`config.mk`:
```
export PLATFORM = sky130hd
export DESIGN_NAME = pwm_gen_slice
export DESIGN_NICKNAME = d
export VERILOG_FILES = /design/src/rtl/pwm_slice_pkg.sv /design/src/rtl/pwm_gen_slice.sv
export SDC_FILE = /design/constraint.sdc
export NUM_CORES = 1
export LEC_CHECK = 0
export BUFFER_PORTS_ARGS = -buffer_cell sky130_fd_sc_hd__buf_2
export CAP_MARGIN = 20
export CORE_MARGIN = 2
export CORE_UTILIZATION = 53
export CTS_BUF_LIST = sky130_fd_sc_hd__clkbuf_4 sky130_fd_sc_hd__clkbuf_8 sky130_fd_sc_hd__clkbuf_16
export CTS_CLUSTER_SIZE = 12
export DETAILED_ROUTE_END_ITERATION = 6
export HOLD_SLACK_MARGIN = 0.06
export PLACE_DENSITY = 0.89
export SYNTH_ARGS = -nofsm -noshare
export SYNTH_HDL_FRONTEND = slang
export SYNTH_SLANG_ARGS = --single-unit
```
`constraint.sdc`:
```
create_clock -name i_core_clk -period 4.9 [get_ports i_core_clk]
set_input_delay 0.98 -clock i_core_clk [delete_from_list [all_inputs] [get_ports i_core_clk]]
set_output_delay 0.98 -clock i_core_clk [all_outputs]
set_load 0.005 [all_outputs]
```
`src/rtl/pwm_slice_pkg.sv`:
```
// Purpose: Constants and types for the PWM generator control slice.
// Assumes: AHB-Lite register access, 32-bit data, 16-bit registers in the low half.
// Notes: Register map and field layout, reset values and the selector codes of the slice.
package pwm_slice_pkg;
   // Register byte offsets.
   localparam logic [7:0] OFS_TRIG_CFG  = 8'h00;
   localparam logic [7:0] OFS_STATUS    = 8'h04;
   localparam logic [7:0] OFS_OVERRIDE  = 8'h08;
   localparam logic [7:0] OFS_SNAPSHOT  = 8'h0C;
   localparam logic [7:0] OFS_USER_DATA = 8'h10;
   localparam logic [7:0] OFS_ACT_DATA  = 8'h14;
   // Trigger configuration fields.
   localparam int CFG_TRGOUT_LSB = 12;
   localparam int CFG_RELOAD_LSB = 8;
   localparam int CFG_RETRIG     = 6;
   localparam int CFG_POL_HIGH   = 5;
   localparam int CFG_POL_LOW    = 4;
   localparam int CFG_CYCLE_START_SOURCE_LSB   = 0;
   localparam logic [15:0] CFG_WMASK = 16'h777F;
   // Status fields.
   localparam int ST_EVT_LSB  = 12;
   localparam int ST_LIVE_LSB = 8;
   localparam int ST_START    = 7;
   localparam int ST_STOP     = 6;
   localparam int ST_SNAP     = 5;
   localparam int ST_PENDING  = 4;
   localparam int ST_RELOAD   = 3;
   localparam int ST_ALTERNATE_PHASE_FLAG    = 2;
   localparam int ST_HALF     = 1;
   localparam int ST_TRIG     = 0;
   // Override register fields.
   localparam int OV_LIMIT_INV = 15;
   localparam int OV_SWAP      = 14;
   localparam int OV_EN_HIGH   = 13;
   localparam int OV_EN_LOW    = 12;
   localparam int OV_DAT_LSB   = 10;
   localparam int OV_SYNC_LSB  = 8;
   localparam int OV_TRIP_LSB  = 6;
   localparam int OV_LIMIT_LSB = 4;
   localparam int OV_FF_LSB    = 2;
   localparam int OV_HALT_LSB  = 0;
   // Reset values.
   localparam logic [15:0] CFG_RESET  = 16'h0000;
   localparam logic [15:0] OV_RESET   = 16'h0000;
   localparam logic [15:0] DATA_RESET = 16'h0000;
   // Start-of-cycle source codes.
   localparam logic [3:0] CYCLE_START_SOURCE_LOCAL  = 4'h0;
   localparam logic [3:0] CYCLE_START_SOURCE_PEER1  = 4'h1;
   localparam logic [3:0] CYCLE_START_SOURCE_PEER4  = 4'h4;
   // Force timing codes.
   typedef enum logic [1:0] {
      FORCE_AT_CYCLE = 2'b00,
      FORCE_NOW      = 2'b01,
      FORCE_RELOAD   = 2'b10,
      FORCE_RSVD     = 2'b11
   } force_timing_t;
   // Reload timing codes.
   localparam logic [2:0] RELOAD_AT_CYCLE = 3'h0;
   localparam logic [2:0] RELOAD_NOW      = 3'h1;
   // Pin pair and protection input carriers.
   typedef struct packed {
      logic high;
      logic low;
   } pin_pair_t;
   typedef struct packed {
      logic sync;
      logic trip;
      logic limit;
      logic feedforward;
   } prot_in_t;
endpackage

```
`src/rtl/pwm_gen_slice.sv`:
```
// Purpose: Trigger, status, reload, snapshot and output override slice of one PWM generator.
// Assumes: All inputs except i_resetn are synchronous to i_core_clk; zero-wait AHB-Lite slave.
// Notes: Outputs are registered; the pin pair lags its causes by one clock.
//
// The register addresses and the AHB-Lite slave port were left to the implementer.
`timescale 1ns/1ps
`default_nettype none
module pwm_gen_slice (
   input  wire logic                    i_core_clk,
   input  wire logic                    i_resetn,
   input  wire logic                    i_hsel,
   input  wire logic [7:0]              i_haddr,
   input  wire logic [1:0]              i_htrans,
   input  wire logic                    i_hwrite,
   input  wire logic [2:0]              i_hsize,
   input  wire logic [31:0]             i_hwdata,
   input  wire logic                    i_hready,
   output logic      [31:0]             o_hrdata,
   output logic                         o_hreadyout,
   output logic                         o_hresp,
   input  wire logic                    i_end_of_cycle,
   input  wire logic [2:0]              i_compare_evt,
   input  wire logic [3:0]              i_group_trig,
   input  wire pwm_slice_pkg::prot_in_t i_prot_act,
   input  wire logic                    i_sync_enable,
   input  wire logic                    i_module_enable,
   input  wire logic                    i_snapshot_evt,
   input  wire logic [15:0]             i_timebase,
   input  wire pwm_slice_pkg::pin_pair_t i_gen_out,
   input  wire logic                    i_push_pull,
   input  wire logic                    i_second_cycle,
   input  wire logic                    i_center_aligned,
   input  wire logic                    i_second_half,
   input  wire logic                    i_debug_halt,
   output pwm_slice_pkg::pin_pair_t     o_pins,
   output logic                         o_cycle_start,
   output logic                         o_cycle_active,
   output logic                         o_trigger_out,
   output logic                         o_reload_strobe,
   output logic      [15:0]             o_active_data
);
   import pwm_slice_pkg::*;

   logic        rst_meta_q;
   logic        rst_sync_q;
   logic        rst_n;
   logic        wr_q;
   logic        rd_sel_q;
   logic [7:0]  addr_q;
   logic [15:0] cfg_q;
   logic [15:0] ov_q;
   logic [15:0] user_data_q;
   logic [15:0] snapshot_q;
   logic [3:0]  evt_q;
   logic [3:0]  prot_prev_q;
   logic        snap_flag_q;
   logic        snap_req_q;
   logic        pending_q;
   logic        alternate_phase_flag_q;
   logic        half_q;
   logic [3:0]  ov_eff_q;
   logic [15:0] wdata;
   logic        wr_cfg;
   logic        wr_stat;
   logic        wr_ov;
   logic        soft_start;
   logic        soft_stop;
   logic        reload_req;
   logic        hw_trig;
   logic        trig_in;
   logic        start_ok;
   logic        apply_reload;
   logic        snap_take;
   logic        ov_load;
   logic [3:0]  prot_vec;
   logic [3:0]  evt_set;
   logic [15:0] status;
   logic [31:0] rd_mux;
   logic        own_trig;
   pin_pair_t   sel;
   pin_pair_t   routed;

   // Reset release through two flip-flops.
   always_ff @(posedge i_core_clk or negedge i_resetn) begin
      if (!i_resetn) begin
         rst_meta_q <= 1'b0;
         rst_sync_q <= 1'b0;
      end else begin
         rst_meta_q <= 1'b1;
         rst_sync_q <= rst_meta_q;
      end
   end
   assign rst_n = rst_sync_q;

   // Address phase capture; writes complete in the following data phase.
   always_ff @(posedge i_core_clk or negedge rst_n) begin
      if (!rst_n) begin
         wr_q     <= 1'b0;
         rd_sel_q <= 1'b0;
         addr_q   <= 8'h00;
      end else begin
         wr_q     <= i_hsel && i_htrans[1] && i_hready && i_hwrite;
         rd_sel_q <= i_hsel && i_htrans[1] && i_hready && !i_hwrite;
         addr_q   <= i_haddr;
      end
   end

   // Register write strobes and one-shot command bits of the status register.
   assign wdata      = i_hwdata[15:0];
   assign wr_cfg     = wr_q && (addr_q == OFS_TRIG_CFG);
   assign wr_stat    = wr_q && (addr_q == OFS_STATUS);
   assign wr_ov      = wr_q && (addr_q == OFS_OVERRIDE);
   assign soft_start = wr_stat && wdata[ST_START];
   assign soft_stop  = wr_stat && wdata[ST_STOP];
   assign reload_req = wr_stat && wdata[ST_RELOAD];

   // Start-of-cycle source selection; peers 1 to 4 are this generator's own group.
   always_comb begin
      hw_trig = 1'b0;
      if (cfg_q[CFG_CYCLE_START_SOURCE_LSB +: 4] == CYCLE_START_SOURCE_LOCAL) begin
         hw_trig = i_end_of_cycle;
      end else if (cfg_q[CFG_CYCLE_START_SOURCE_LSB +: 4] <= CYCLE_START_SOURCE_PEER4) begin
         hw_trig = i_group_trig[cfg_q[CFG_CYCLE_START_SOURCE_LSB +: 2] - 2'd1];
      end
   end
   // Codes above 0100 select no hardware trigger.
   assign trig_in  = hw_trig || (i_sync_enable && i_prot_act.sync) || soft_start;
   assign start_ok = trig_in && (!o_cycle_active || cfg_q[CFG_RETRIG] || i_end_of_cycle);

   // Cycle run state; a stop write wins over every start.
   always_ff @(posedge i_core_clk or negedge rst_n) begin
      if (!rst_n) begin
         o_cycle_active <= 1'b0;
         o_cycle_start  <= 1'b0;
      end else begin
         o_cycle_start <= start_ok && !soft_stop;
         if (soft_stop) begin
            o_cycle_active <= 1'b0;
         end else if (start_ok) begin
            o_cycle_active <= 1'b1;
         end else if (i_end_of_cycle) begin
            o_cycle_active <= 1'b0;
         end
      end
   end

   // Own trigger output choice handed to the other generators of the group.
   always_comb begin
      case (cfg_q[CFG_TRGOUT_LSB +: 3])
         3'h0:    own_trig = i_end_of_cycle;
         3'h1:    own_trig = i_compare_evt[0];
         3'h2:    own_trig = i_compare_evt[1];
         3'h3:    own_trig = i_compare_evt[2];
         default: own_trig = 1'b0;
      endcase
   end
   always_ff @(posedge i_core_clk or negedge rst_n) begin
      if (!rst_n) begin
         o_trigger_out <= 1'b0;
      end else begin
         o_trigger_out <= own_trig;
      end
   end

   // Configuration and override registers.
   always_ff @(posedge i_core_clk or negedge rst_n) begin
      if (!rst_n) begin
         cfg_q <= CFG_RESET;
         ov_q  <= OV_RESET;
      end else begin
         if (wr_cfg) begin
            cfg_q <= wdata & CFG_WMASK;
         end
         if (wr_ov) begin
            ov_q <= wdata;
         end
      end
   end

   // Reload timing: code RELOAD_NOW applies now, all others at the next cycle start.
   assign apply_reload = pending_q && ((cfg_q[CFG_RELOAD_LSB +: 3] == RELOAD_NOW) || o_cycle_start);

   // Update pending handshake; a new request wins over the clearing apply.
   always_ff @(posedge i_core_clk or negedge rst_n) begin
      if (!rst_n) begin
         pending_q       <= 1'b0;
         o_reload_strobe <= 1'b0;
      end else begin
         o_reload_strobe <= apply_reload;
         if (reload_req) begin
            pending_q <= 1'b1;
         end else if (apply_reload) begin
            pending_q <= 1'b0;
         end
      end
   end

   // User and active data; user writes are dropped while an update is pending.
   always_ff @(posedge i_core_clk or negedge rst_n) begin
      if (!rst_n) begin
         user_data_q   <= DATA_RESET;
         o_active_data <= DATA_RESET;
      end else begin
         if (wr_q && (addr_q == OFS_USER_DATA) && !pending_q) begin
            user_data_q <= wdata;
         end
         if (apply_reload) begin
            o_active_data <= user_data_q;
         end
      end
   end

   // Snapshot: one capture per flag; software writes 0 to re-arm.
   assign snap_take = (snap_req_q || i_snapshot_evt) && !snap_flag_q;
   always_ff @(posedge i_core_clk or negedge rst_n) begin
      if (!rst_n) begin
         snap_flag_q <= 1'b0;
         snap_req_q  <= 1'b0;
         snapshot_q  <= 16'h0000;
      end else begin
         if (wr_stat && wdata[ST_SNAP] && !snap_flag_q) begin
            snap_req_q <= 1'b1;
         end else if (snap_take || snap_flag_q) begin
            snap_req_q <= 1'b0;
         end
         if (snap_take) begin
            snapshot_q  <= i_timebase;
            snap_flag_q <= 1'b1;
         end else if (wr_stat && !wdata[ST_SNAP]) begin
            snap_flag_q <= 1'b0;
         end
      end
   end

   // Protection event flags: edge or enabled level sets, write 1 clears, set wins.
   assign prot_vec = {i_prot_act.sync, i_prot_act.trip, i_prot_act.limit, i_prot_act.feedforward};
   assign evt_set  = (prot_vec & ~prot_prev_q) | (prot_vec & {4{i_module_enable}});
   always_ff @(posedge i_core_clk or negedge rst_n) begin
      if (!rst_n) begin
         evt_q       <= 4'h0;
         prot_prev_q <= 4'h0;
      end else begin
         prot_prev_q <= prot_vec;
         evt_q       <= evt_set | (evt_q & ~(wr_stat ? wdata[ST_EVT_LSB +: 4] : 4'h0));
      end
   end

   // Steering and half-cycle flags are held low outside their modes.
   always_ff @(posedge i_core_clk or negedge rst_n) begin
      if (!rst_n) begin
         alternate_phase_flag_q <= 1'b0;
         half_q  <= 1'b0;
      end else begin
         alternate_phase_flag_q <= i_push_pull && i_second_cycle;
         half_q  <= i_center_aligned && i_second_half;
      end
   end

   // Effective force settings, loaded according to the force timing field.
   always_comb begin
      case (force_timing_t'(ov_q[OV_SYNC_LSB +: 2]))
         FORCE_AT_CYCLE: ov_load = o_cycle_start;
         FORCE_NOW:      ov_load = 1'b1;
         FORCE_RELOAD:   ov_load = apply_reload;
         default:        ov_load = 1'b0;
      endcase
   end
   always_ff @(posedge i_core_clk or negedge rst_n) begin
      if (!rst_n) begin
         ov_eff_q <= 4'h0;
      end else if (ov_load) begin
         ov_eff_q <= {ov_q[OV_EN_HIGH], ov_q[OV_EN_LOW], ov_q[OV_DAT_LSB +: 2]};
      end
   end

   // Output selection by fixed precedence; forced enables and levels come from the loaded copy.
   always_comb begin
      sel = i_gen_out;
      if (i_debug_halt) begin
         sel = {ov_q[OV_HALT_LSB + 1], ov_q[OV_HALT_LSB]};
      end else if (i_prot_act.trip) begin
         sel = {ov_q[OV_TRIP_LSB + 1], ov_q[OV_TRIP_LSB]};
      end else if (i_prot_act.limit) begin
         if (ov_q[OV_LIMIT_INV]) begin
            sel = ~i_gen_out;
         end else begin
            sel = {ov_q[OV_LIMIT_LSB + 1], ov_q[OV_LIMIT_LSB]};
         end
      end else if (i_prot_act.feedforward) begin
         sel = {ov_q[OV_FF_LSB + 1], ov_q[OV_FF_LSB]};
      end else begin
         if (ov_eff_q[3]) begin
            sel.high = ov_eff_q[1];
         end
         if (ov_eff_q[2]) begin
            sel.low = ov_eff_q[0];
         end
      end
      routed = ov_q[OV_SWAP] ? {sel.low, sel.high} : sel;
   end

   // Pin drive after swap and polarity.
   always_ff @(posedge i_core_clk or negedge rst_n) begin
      if (!rst_n) begin
         o_pins <= '0;
      end else begin
         o_pins <= routed ^ {cfg_q[CFG_POL_HIGH], cfg_q[CFG_POL_LOW]};
      end
   end

   // Status word; start, stop and reload command bits read back as zero, the snapshot bit reads its flag.
   assign status = {evt_q, prot_vec, 2'b00, snap_flag_q, pending_q, 1'b0, alternate_phase_flag_q, half_q,
                    o_cycle_active};

   // Read data mux; unmapped offsets read zero.
   always_comb begin
      case (i_haddr)
         OFS_TRIG_CFG:  rd_mux = {16'h0000, cfg_q};
         OFS_STATUS:    rd_mux = {16'h0000, status};
         OFS_OVERRIDE:  rd_mux = {16'h0000, ov_q};
         OFS_SNAPSHOT:  rd_mux = {16'h0000, snapshot_q};
         OFS_USER_DATA: rd_mux = {16'h0000, user_data_q};
         OFS_ACT_DATA:  rd_mux = {16'h0000, o_active_data};
         default:       rd_mux = 32'h0000_0000;
      endcase
   end

   // Bus answer: zero wait states, always OKAY.
   always_ff @(posedge i_core_clk or negedge rst_n) begin
      if (!rst_n) begin
         o_hrdata    <= 32'h0000_0000;
         o_hreadyout <= 1'b0;
         o_hresp     <= 1'b0;
      end else begin
         o_hreadyout <= 1'b1;
         o_hresp     <= 1'b0;
         if (i_hsel && i_htrans[1] && i_hready && !i_hwrite) begin
            o_hrdata <= rd_mux;
         end else if (!rd_sel_q) begin
            o_hrdata <= 32'h0000_0000;
         end
      end
   end
endmodule // pwm_gen_slice
`default_nettype wire

```
==> flow_metrics.env, run 1 <==
export IMPL_cap_violations=0
export IMPL_ctsHoldBuffers=0
export IMPL_crit_path_end_kind="flip-flop"
export IMPL_synth_common_cells="129 x dfrtp_1, 104 x mux2_2, 27 x a22oi_1, 20 x a22o_1, 19 x buf_4"
export IMPL_syn_inst=439
export IMPL_synth_top_area_cell="dfrtp_1"
export IMPL_ys_async_sr_fraction_pct=100
export IMPL_track_usage_pct=26.2
export IMPL_path_delay_family="simple AND/OR/NAND/NOR gates"
export IMPL_routed_wl_mm=14.9
export IMPL_synth_simple_area_share_pct=5.66
export IMPL_synth_most_common_cell="dfrtp_1"
export IMPL_synth_cell_types=41
export IMPL_drive_above_1_share_pct=46.5
export IMPL_synth_fa_ha_area_share_pct=0.214
export IMPL_clock_skew_final_ps=6.71
export IMPL_synth_top_family_by_area="multiplexers"
export IMPL_antenna_found_initial=0
export IMPL_drc_errors=0
export IMPL_leakagePower_nw=3.50
export IMPL_slowest_delay_ps=890
export IMPL_grt_max_degree=70
export IMPL_relSlewSlack_pct=17.5
export IMPL_rsz0062_at_grt="no"
export IMPL_io_buffers=106
export IMPL_critical_path_class="primary input to flip-flop"
export IMPL_ctsResizeCount=0
export IMPL_clkSinkCount=129
export IMPL_grt_pass1_vias=4260
export IMPL_drt_initial_drc_count=310
export IMPL_drt_pass1_iterations=4
export IMPL_postCtsSetupBuffers=0
export IMPL_synth_edf_count=0
export IMPL_yosysWarnings=0
export IMPL_seq_area_um2=3230
export IMPL_status="completed"
export IMPL_synth_area_leaders="dfrtp_1 55%, mux2_2 20%, a22oi_1 3.5%"
export IMPL_die_h_um=109
export IMPL_max_vdd_ir_drop_mv=0.174
export IMPL_cellPowerDensity_nw_per_um2=358
export IMPL_die_area_um2=11900
export IMPL_finalCritPeriodShare_pct=58.7
export IMPL_fin_ws_ps=2020
export IMPL_vias=4141
export IMPL_ys_seq_area_share_pct=55.3
export IMPL_synth_area_um2=5830
export IMPL_synth_top_area_share_pct=55.3
export IMPL_synthMuxAreaShare_pct=23.2
export IMPL_gp_congestion=0.894
export IMPL_wl_per_cell_um=21.2
export IMPL_cts_tree="done"
export IMPL_cp_max_fo=37
export IMPL_setup_viol=0
export IMPL_path_buf_inv=1
export IMPL_root_buffer="clkbuf_8"
export IMPL_clk_latency_ps=530
export IMPL_die_w_um=109
export IMPL_clk_pin_slew_ps=60
export IMPL_hold_viol_final=0
export IMPL_syn_avg_cell_area_um2=13.3
export IMPL_ys_flop_type="dfrtp_1"
export IMPL_io_pins=144
export IMPL_cts_made_buffers=17
export IMPL_cts_buffer_depth=2
export IMPL_synth_compound_area_share_pct=10.8
export IMPL_grt_pass1_wl_mm=22.9
export IMPL_drv_slew=0
export IMPL_tns_ps=0
export IMPL_h_tree_depth=4
export IMPL_yosys_area_share_xor_xnor_pct=0.450
export IMPL_start_util_pct=54.1
export IMPL_synth_seq_cells=129
export IMPL_crit_path_start_kind="primary input"
export IMPL_antenna_cells=0
export IMPL_cp_required_ps=5360
export IMPL_layout_nets=639
export IMPL_avgViaCountPerCell=5.89
export IMPL_num_rows=38
export IMPL_cpMaxStageDelayCell="nor2b_1"
export IMPL_worstMarginPinSlew_ps=1230
export IMPL_ant_nets=0
export IMPL_preCtsSetupSlack_ps=1680
export IMPL_design_core_area_um2=10800
export IMPL_hpwl_mm=9.87
export IMPL_grt_overflow_total=0
export IMPL_multi_input_area_um2=2430
export IMPL_critical_path_cell_chain="buf_2 -> nor2b_1 -> a22oi_1 -> o22ai_1 -> a22o_1"
export IMPL_filler_cell_count=764
export IMPL_period_minus_slack_ps=2880
export IMPL_syn2layout_area_growth_pct=20.9
export IMPL_worstPathArrival_ps=3340
export IMPL_fmax_mhz=348
export IMPL_hold_path_class="primary input to async pin"
[through the flow]
stage                     total power [mW]  hold slack (ps)  area, um2  util [%]  std cells
after floorplan                       1.21              331       5900         -        456
after global placement                1.26              339       6420      59.5        668
final                                 2.53              223       7050      65.3        703
after global routing                  2.61              216       7050      65.3        703
after detailed placement              1.27              354       6440      59.6        669
after CTS                             2.54              212       7030      65.2        701
[cell usage in the layout, fill, tap and decap left out, drive strengths merged, types with 4 or more instances in the layout]
master | Yosys | final
clkinv | 0 | 4
clkbuf | 13 | 23
nand2 | 15 | 15
nor2b | 6 | 6
o221a | 4 | 4
o22ai | 14 | 14
buf | 25 | 113
conb | 2 | 19
mux2i | 14 | 14
nor2 | 11 | 11
a22oi | 27 | 27
a22o | 20 | 20
inv | 6 | 6
dfrtp | 129 | 129
o211ai | 4 | 4
nand2b | 10 | 10
mux2 | 104 | 104
[state kept, by name, summed over array words and instances (netlist names), 4 cells and up]
signal and count:
evt_q 4, cfg_q 13, o_hrdata 16, addr_q 8
snapshot_q 16, user_data_q 16, ov_eff_q 4, o_active_data 16
ov_q 16, prot_prev_q 4
[cell families (layout without fill, tap and decap cells)]
| family | count (synthesis) | count (layout) |
|---|---|---|
| buffers and inverters | 44 | 151 |
| AO/OA/AOI/OAI | 82 | 82 |
| AND/OR/NAND/NOR | 58 | 58 |
| multiplexers | 120 | 120 |
| other | 2 | 19 |
| adder cells (fa/ha/maj) | 1 | 1 |
| XOR/XNOR | 3 | 3 |
| flip-flops | 129 | 129 |
[path summary, 6_finish.rpt]
kind | slack, ps | startpoint | depth (start not counted) | end
max in group asynchronous | 3160 | rst_n | 1 | user_data_q[15]
worst max register to register | 2310 | addr_q[1] | 6 | user_data_q[8]
worst min register to register | 360 | rst_meta_q | 0 | rst_n
worst min-delay path | 220 | i_resetn | 1 | rst_n
min in group i_core_clk | 360 | rst_meta_q | 0 | rst_n
worst max-delay path | 2020 | i_haddr[2] | 5 | o_hrdata[1]
[metal layers]
layer | wire length (um) | global-route usage, % | vias to the layer above
met5 | 0 | 0 | -
met4 | 481 | 11.8 | 0
met3 | 1200 | 7.53 | 36
met2 | 7310 | 41.8 | 205
met1 | 5940 | 33.3 | 2081
li1 | - | - | 1819
[layout make-up]
class / count / share of cell area [%]
sequential: 129 / 45.8
inverter: 6 / 0.319
timing repair buffer: 113 / 8.37
clock inverter: 9 / 1.88
clock buffer: 23 / 6.60
tap: 140 / 2.48
multi-input combinational: 283 / 34.5
[power by group]
group          total (mW)  switching [mW]  internal [mW]
Combinational       0.138          0.0771         0.0605
Clock                1.27           0.454          0.816
Sequential           1.12          0.0285           1.09
Total                2.53           0.560           1.97
Power figures use the tool's default switching activity.
==> run 2: changes to the inputs <==
Settings changed: ABC_AREA set to 1, CORE_UTILIZATION 53 to 49, PLACE_DENSITY 0.89 to 0.87.
Clock period 4.9 ns to 2.4 ns, I/O delays scaled along.
==> flow_metrics.env, run 2 <==
export IMPL_clk_pin_slew_ps=50
export IMPL_antenna_cells=0
export IMPL_h_tree_depth=4
export IMPL_drc_errors=0
export IMPL_grt_max_degree=45
export IMPL_cap_violations=0
export IMPL_power_mw=5.39
export IMPL_setup_viol=0
export IMPL_clock_skew_final_ps=6.38
export IMPL_p_switching_mw=1.31
export IMPL_leakagePower_nw=4.00
export IMPL_clkPwrFrac_pct=43.7
export IMPL_io_pins=144
export IMPL_vias=5402
export IMPL_postCtsSetupBuffers=0
export IMPL_clk_latency_ps=420
export IMPL_crit_path_start_kind="flip-flop"
export IMPL_track_usage_pct=26.7
export IMPL_ant_nets=0
export IMPL_antenna_found_initial=0
export IMPL_num_rows=40
export IMPL_dpl_cell_count=974
export IMPL_grt_pass1_wl_mm=26.2
export IMPL_rsz0062_at_grt="no"
export IMPL_critical_path_class="flip-flop to flip-flop"
export IMPL_cts_buffer_depth=2
export IMPL_hpwl_mm=11.8
export IMPL_synth_most_common_cell="nand2_1"
export IMPL_cts_tree="done"
export IMPL_ctsResizeCount=0
export IMPL_period_minus_slack_ps=1710
export IMPL_drv_slew=0
export IMPL_slowest_delay_ps=360
export IMPL_synth_top_area_share_pct=53.8
export IMPL_syn2layout_area_growth_pct=20.2
export IMPL_ys_async_sr_fraction_pct=100
export IMPL_avgViaCountPerCell=5.39
export IMPL_die_area_um2=13100
export IMPL_crit_top_cell="nor2_1"
export IMPL_seq_power_share_pct=47.3
export IMPL_worstMarginPinSlew_ps=943
export IMPL_yosysWarnings=0
export IMPL_power_internal_mw=4.08
export IMPL_synth_edf_count=0
export IMPL_synth_top_area_cell="dfrtp_1"
export IMPL_max_vdd_ir_drop_mv=0.471
export IMPL_crit_path_end_kind="flip-flop"
export IMPL_design_core_area_um2=12000
export IMPL_grt_pass1_vias=5186
export IMPL_cp_max_fo=7
export IMPL_finalNonFillerCells=1003
export IMPL_clkSinkCount=129
export IMPL_filler_cell_count=1002
export IMPL_root_buffer="clkbuf_16"
export IMPL_final_cell_mix="245 x nand2_1, 128 x dfrtp_1, 106 x buf_2"
export IMPL_synth_area_um2=6000
export IMPL_hold_path_class="primary input to flip-flop"
export IMPL_drt_initial_drc_count=604
export IMPL_grt_overflow_total=0
export IMPL_critical_path_cell_chain="nor2_1 -> nand3_1 -> nor2_1 -> nand2_1 -> o21ai_0 -> o211ai_1"
export IMPL_synth_cell_types=26
export IMPL_worstPathArrival_ps=2000
export IMPL_tns_ps=0
export IMPL_ctsHoldBuffers=1
export IMPL_synth_common_cells="245 x nand2_1, 129 x dfrtp_1, 94 x nand3_1, 69 x o21ai_0, 62 x inv_1"
export IMPL_ys_flop_type="dfrtp_1"
export IMPL_ys_seq_area_share_pct=53.8
export IMPL_layout_nets=936
export IMPL_status="completed"
export IMPL_cts_made_buffers=17
export IMPL_io_buffers=106
export IMPL_synth_seq_cells=129
export IMPL_finalCritPeriodShare_pct=71.4
export IMPL_start_util_pct=50.1
export IMPL_hold_viol_final=0
export IMPL_cpMaxStageDelayCell="dfrtp_1"
export IMPL_syn_avg_cell_area_um2=8.21
export IMPL_syn_inst=730
export IMPL_drive_above_1_share_pct=20.8
export IMPL_wl_per_cell_um=16.4
export IMPL_final_common_cell="nand2_1"
export IMPL_cp_required_ps=2690
export IMPL_routed_wl_mm=16.5
export IMPL_cellPowerDensity_nw_per_um2=747
export IMPL_drt_pass1_iterations=5
export IMPL_fmax_mhz=583
export IMPL_p_comb_share_pct=9.0
export IMPL_die_h_um=115
export IMPL_synth_area_leaders="dfrtp_1 54%, nand2_1 15%, nand3_1 7.8%"
export IMPL_gp_congestion=0.980
export IMPL_relSlewSlack_pct=36.9
export IMPL_switching_share_pct=24.3
export IMPL_die_w_um=115
run 2: changes by cell type in the layout (fill, tap and decap cells not counted), sizes merged, moves of 35 or more:
cell / delta
inv: +58
mux2: -88
nand2: +231
nand3: +92
nor2: +35
o21ai: +68
run 2: cell families (layout without fill, tap and decap cells):
family,after synthesis,count (layout),share of synthesized area [%]
AND/OR/NAND/NOR,394,394,27.3
flip-flops,129,129,53.8
buffers and inverters,106,215,8.35
AO/OA/AOI/OAI,82,82,7.16
multiplexers,16,16,3.00
other,2,19,0.125
adder cells (fa/ha/maj),1,1,0.209
run 2: metrics by stage:
step	hold WS (ps)	setup slack [ps]	utilization, %	area [um2]
CTS	175	673	60.3	7210
global placement	266	446	55.7	6660
detailed placement	268	434	55.7	6660
finish	181	686	60.3	7210
floorplan	184	252	-	6060
global route	176	532	60.3	7210
run 2: per-layer routing:
| metal | vias up | global-route usage (%) | share of wire (%) |
|---|---|---|---|
| li1 | 2534 | - | - |
| met1 | 2492 | 34.3 | 40 |
| met2 | 317 | 41.1 | 46 |
| met3 | 59 | 7.89 | 9.9 |
| met4 | 0 | 13.6 | 4.0 |
| met5 | - | 0 | 0 |
run 2: cell type report:
cell class	count	area, um2	share of cell area, %
clock buffer	21	474	6.58
multi-input combinational	512	2330	32.3
timing repair buffer	123	686	9.51
inverter	64	240	3.33
sequential	129	3230	44.8
tap	147	184	2.55
clock inverter	7	62.6	0.868
run 2: power groups by stage:
stage / Combinational [mW] / Sequential [mW] / Clock, mW
floorplan: 0.262 / 2.54 / 0
global placement: 0.459 / 2.56 / 0
detailed placement: 0.480 / 2.57 / 0
CTS: 0.486 / 2.54 / 2.37
global route: 0.556 / 2.56 / 2.47
finish: 0.485 / 2.55 / 2.35
run 2: final timing paths:
| path | from | to | slack [ps] | cells after the start |
|---|---|---|---|---|
| setup reg to reg | addr_q[5] | evt_q[1] | 690 | 6 |
| setup / recovery | addr_q[5] | evt_q[1] | 690 | 6 |
| max in group asynchronous | rst_n | o_hrdata[7] | 1420 | 1 |
| hold / removal | i_haddr[7] | addr_q[7] | 180 | 1 |
| hold reg to reg | rst_n | cfg_q[0] | 340 | 0 |
| min in group asynchronous | rst_n | cfg_q[0] | 340 | 0 |
run 2: critical path, delay by kind of cell (launching register included):
| kind | cells | cell delay [ps] |
|---|---|---|
| flip-flops | 1 | 360 |
| AO/OA/AOI/OAI | 2 | 350 |
| AND/OR/NAND/NOR | 4 | 880 |
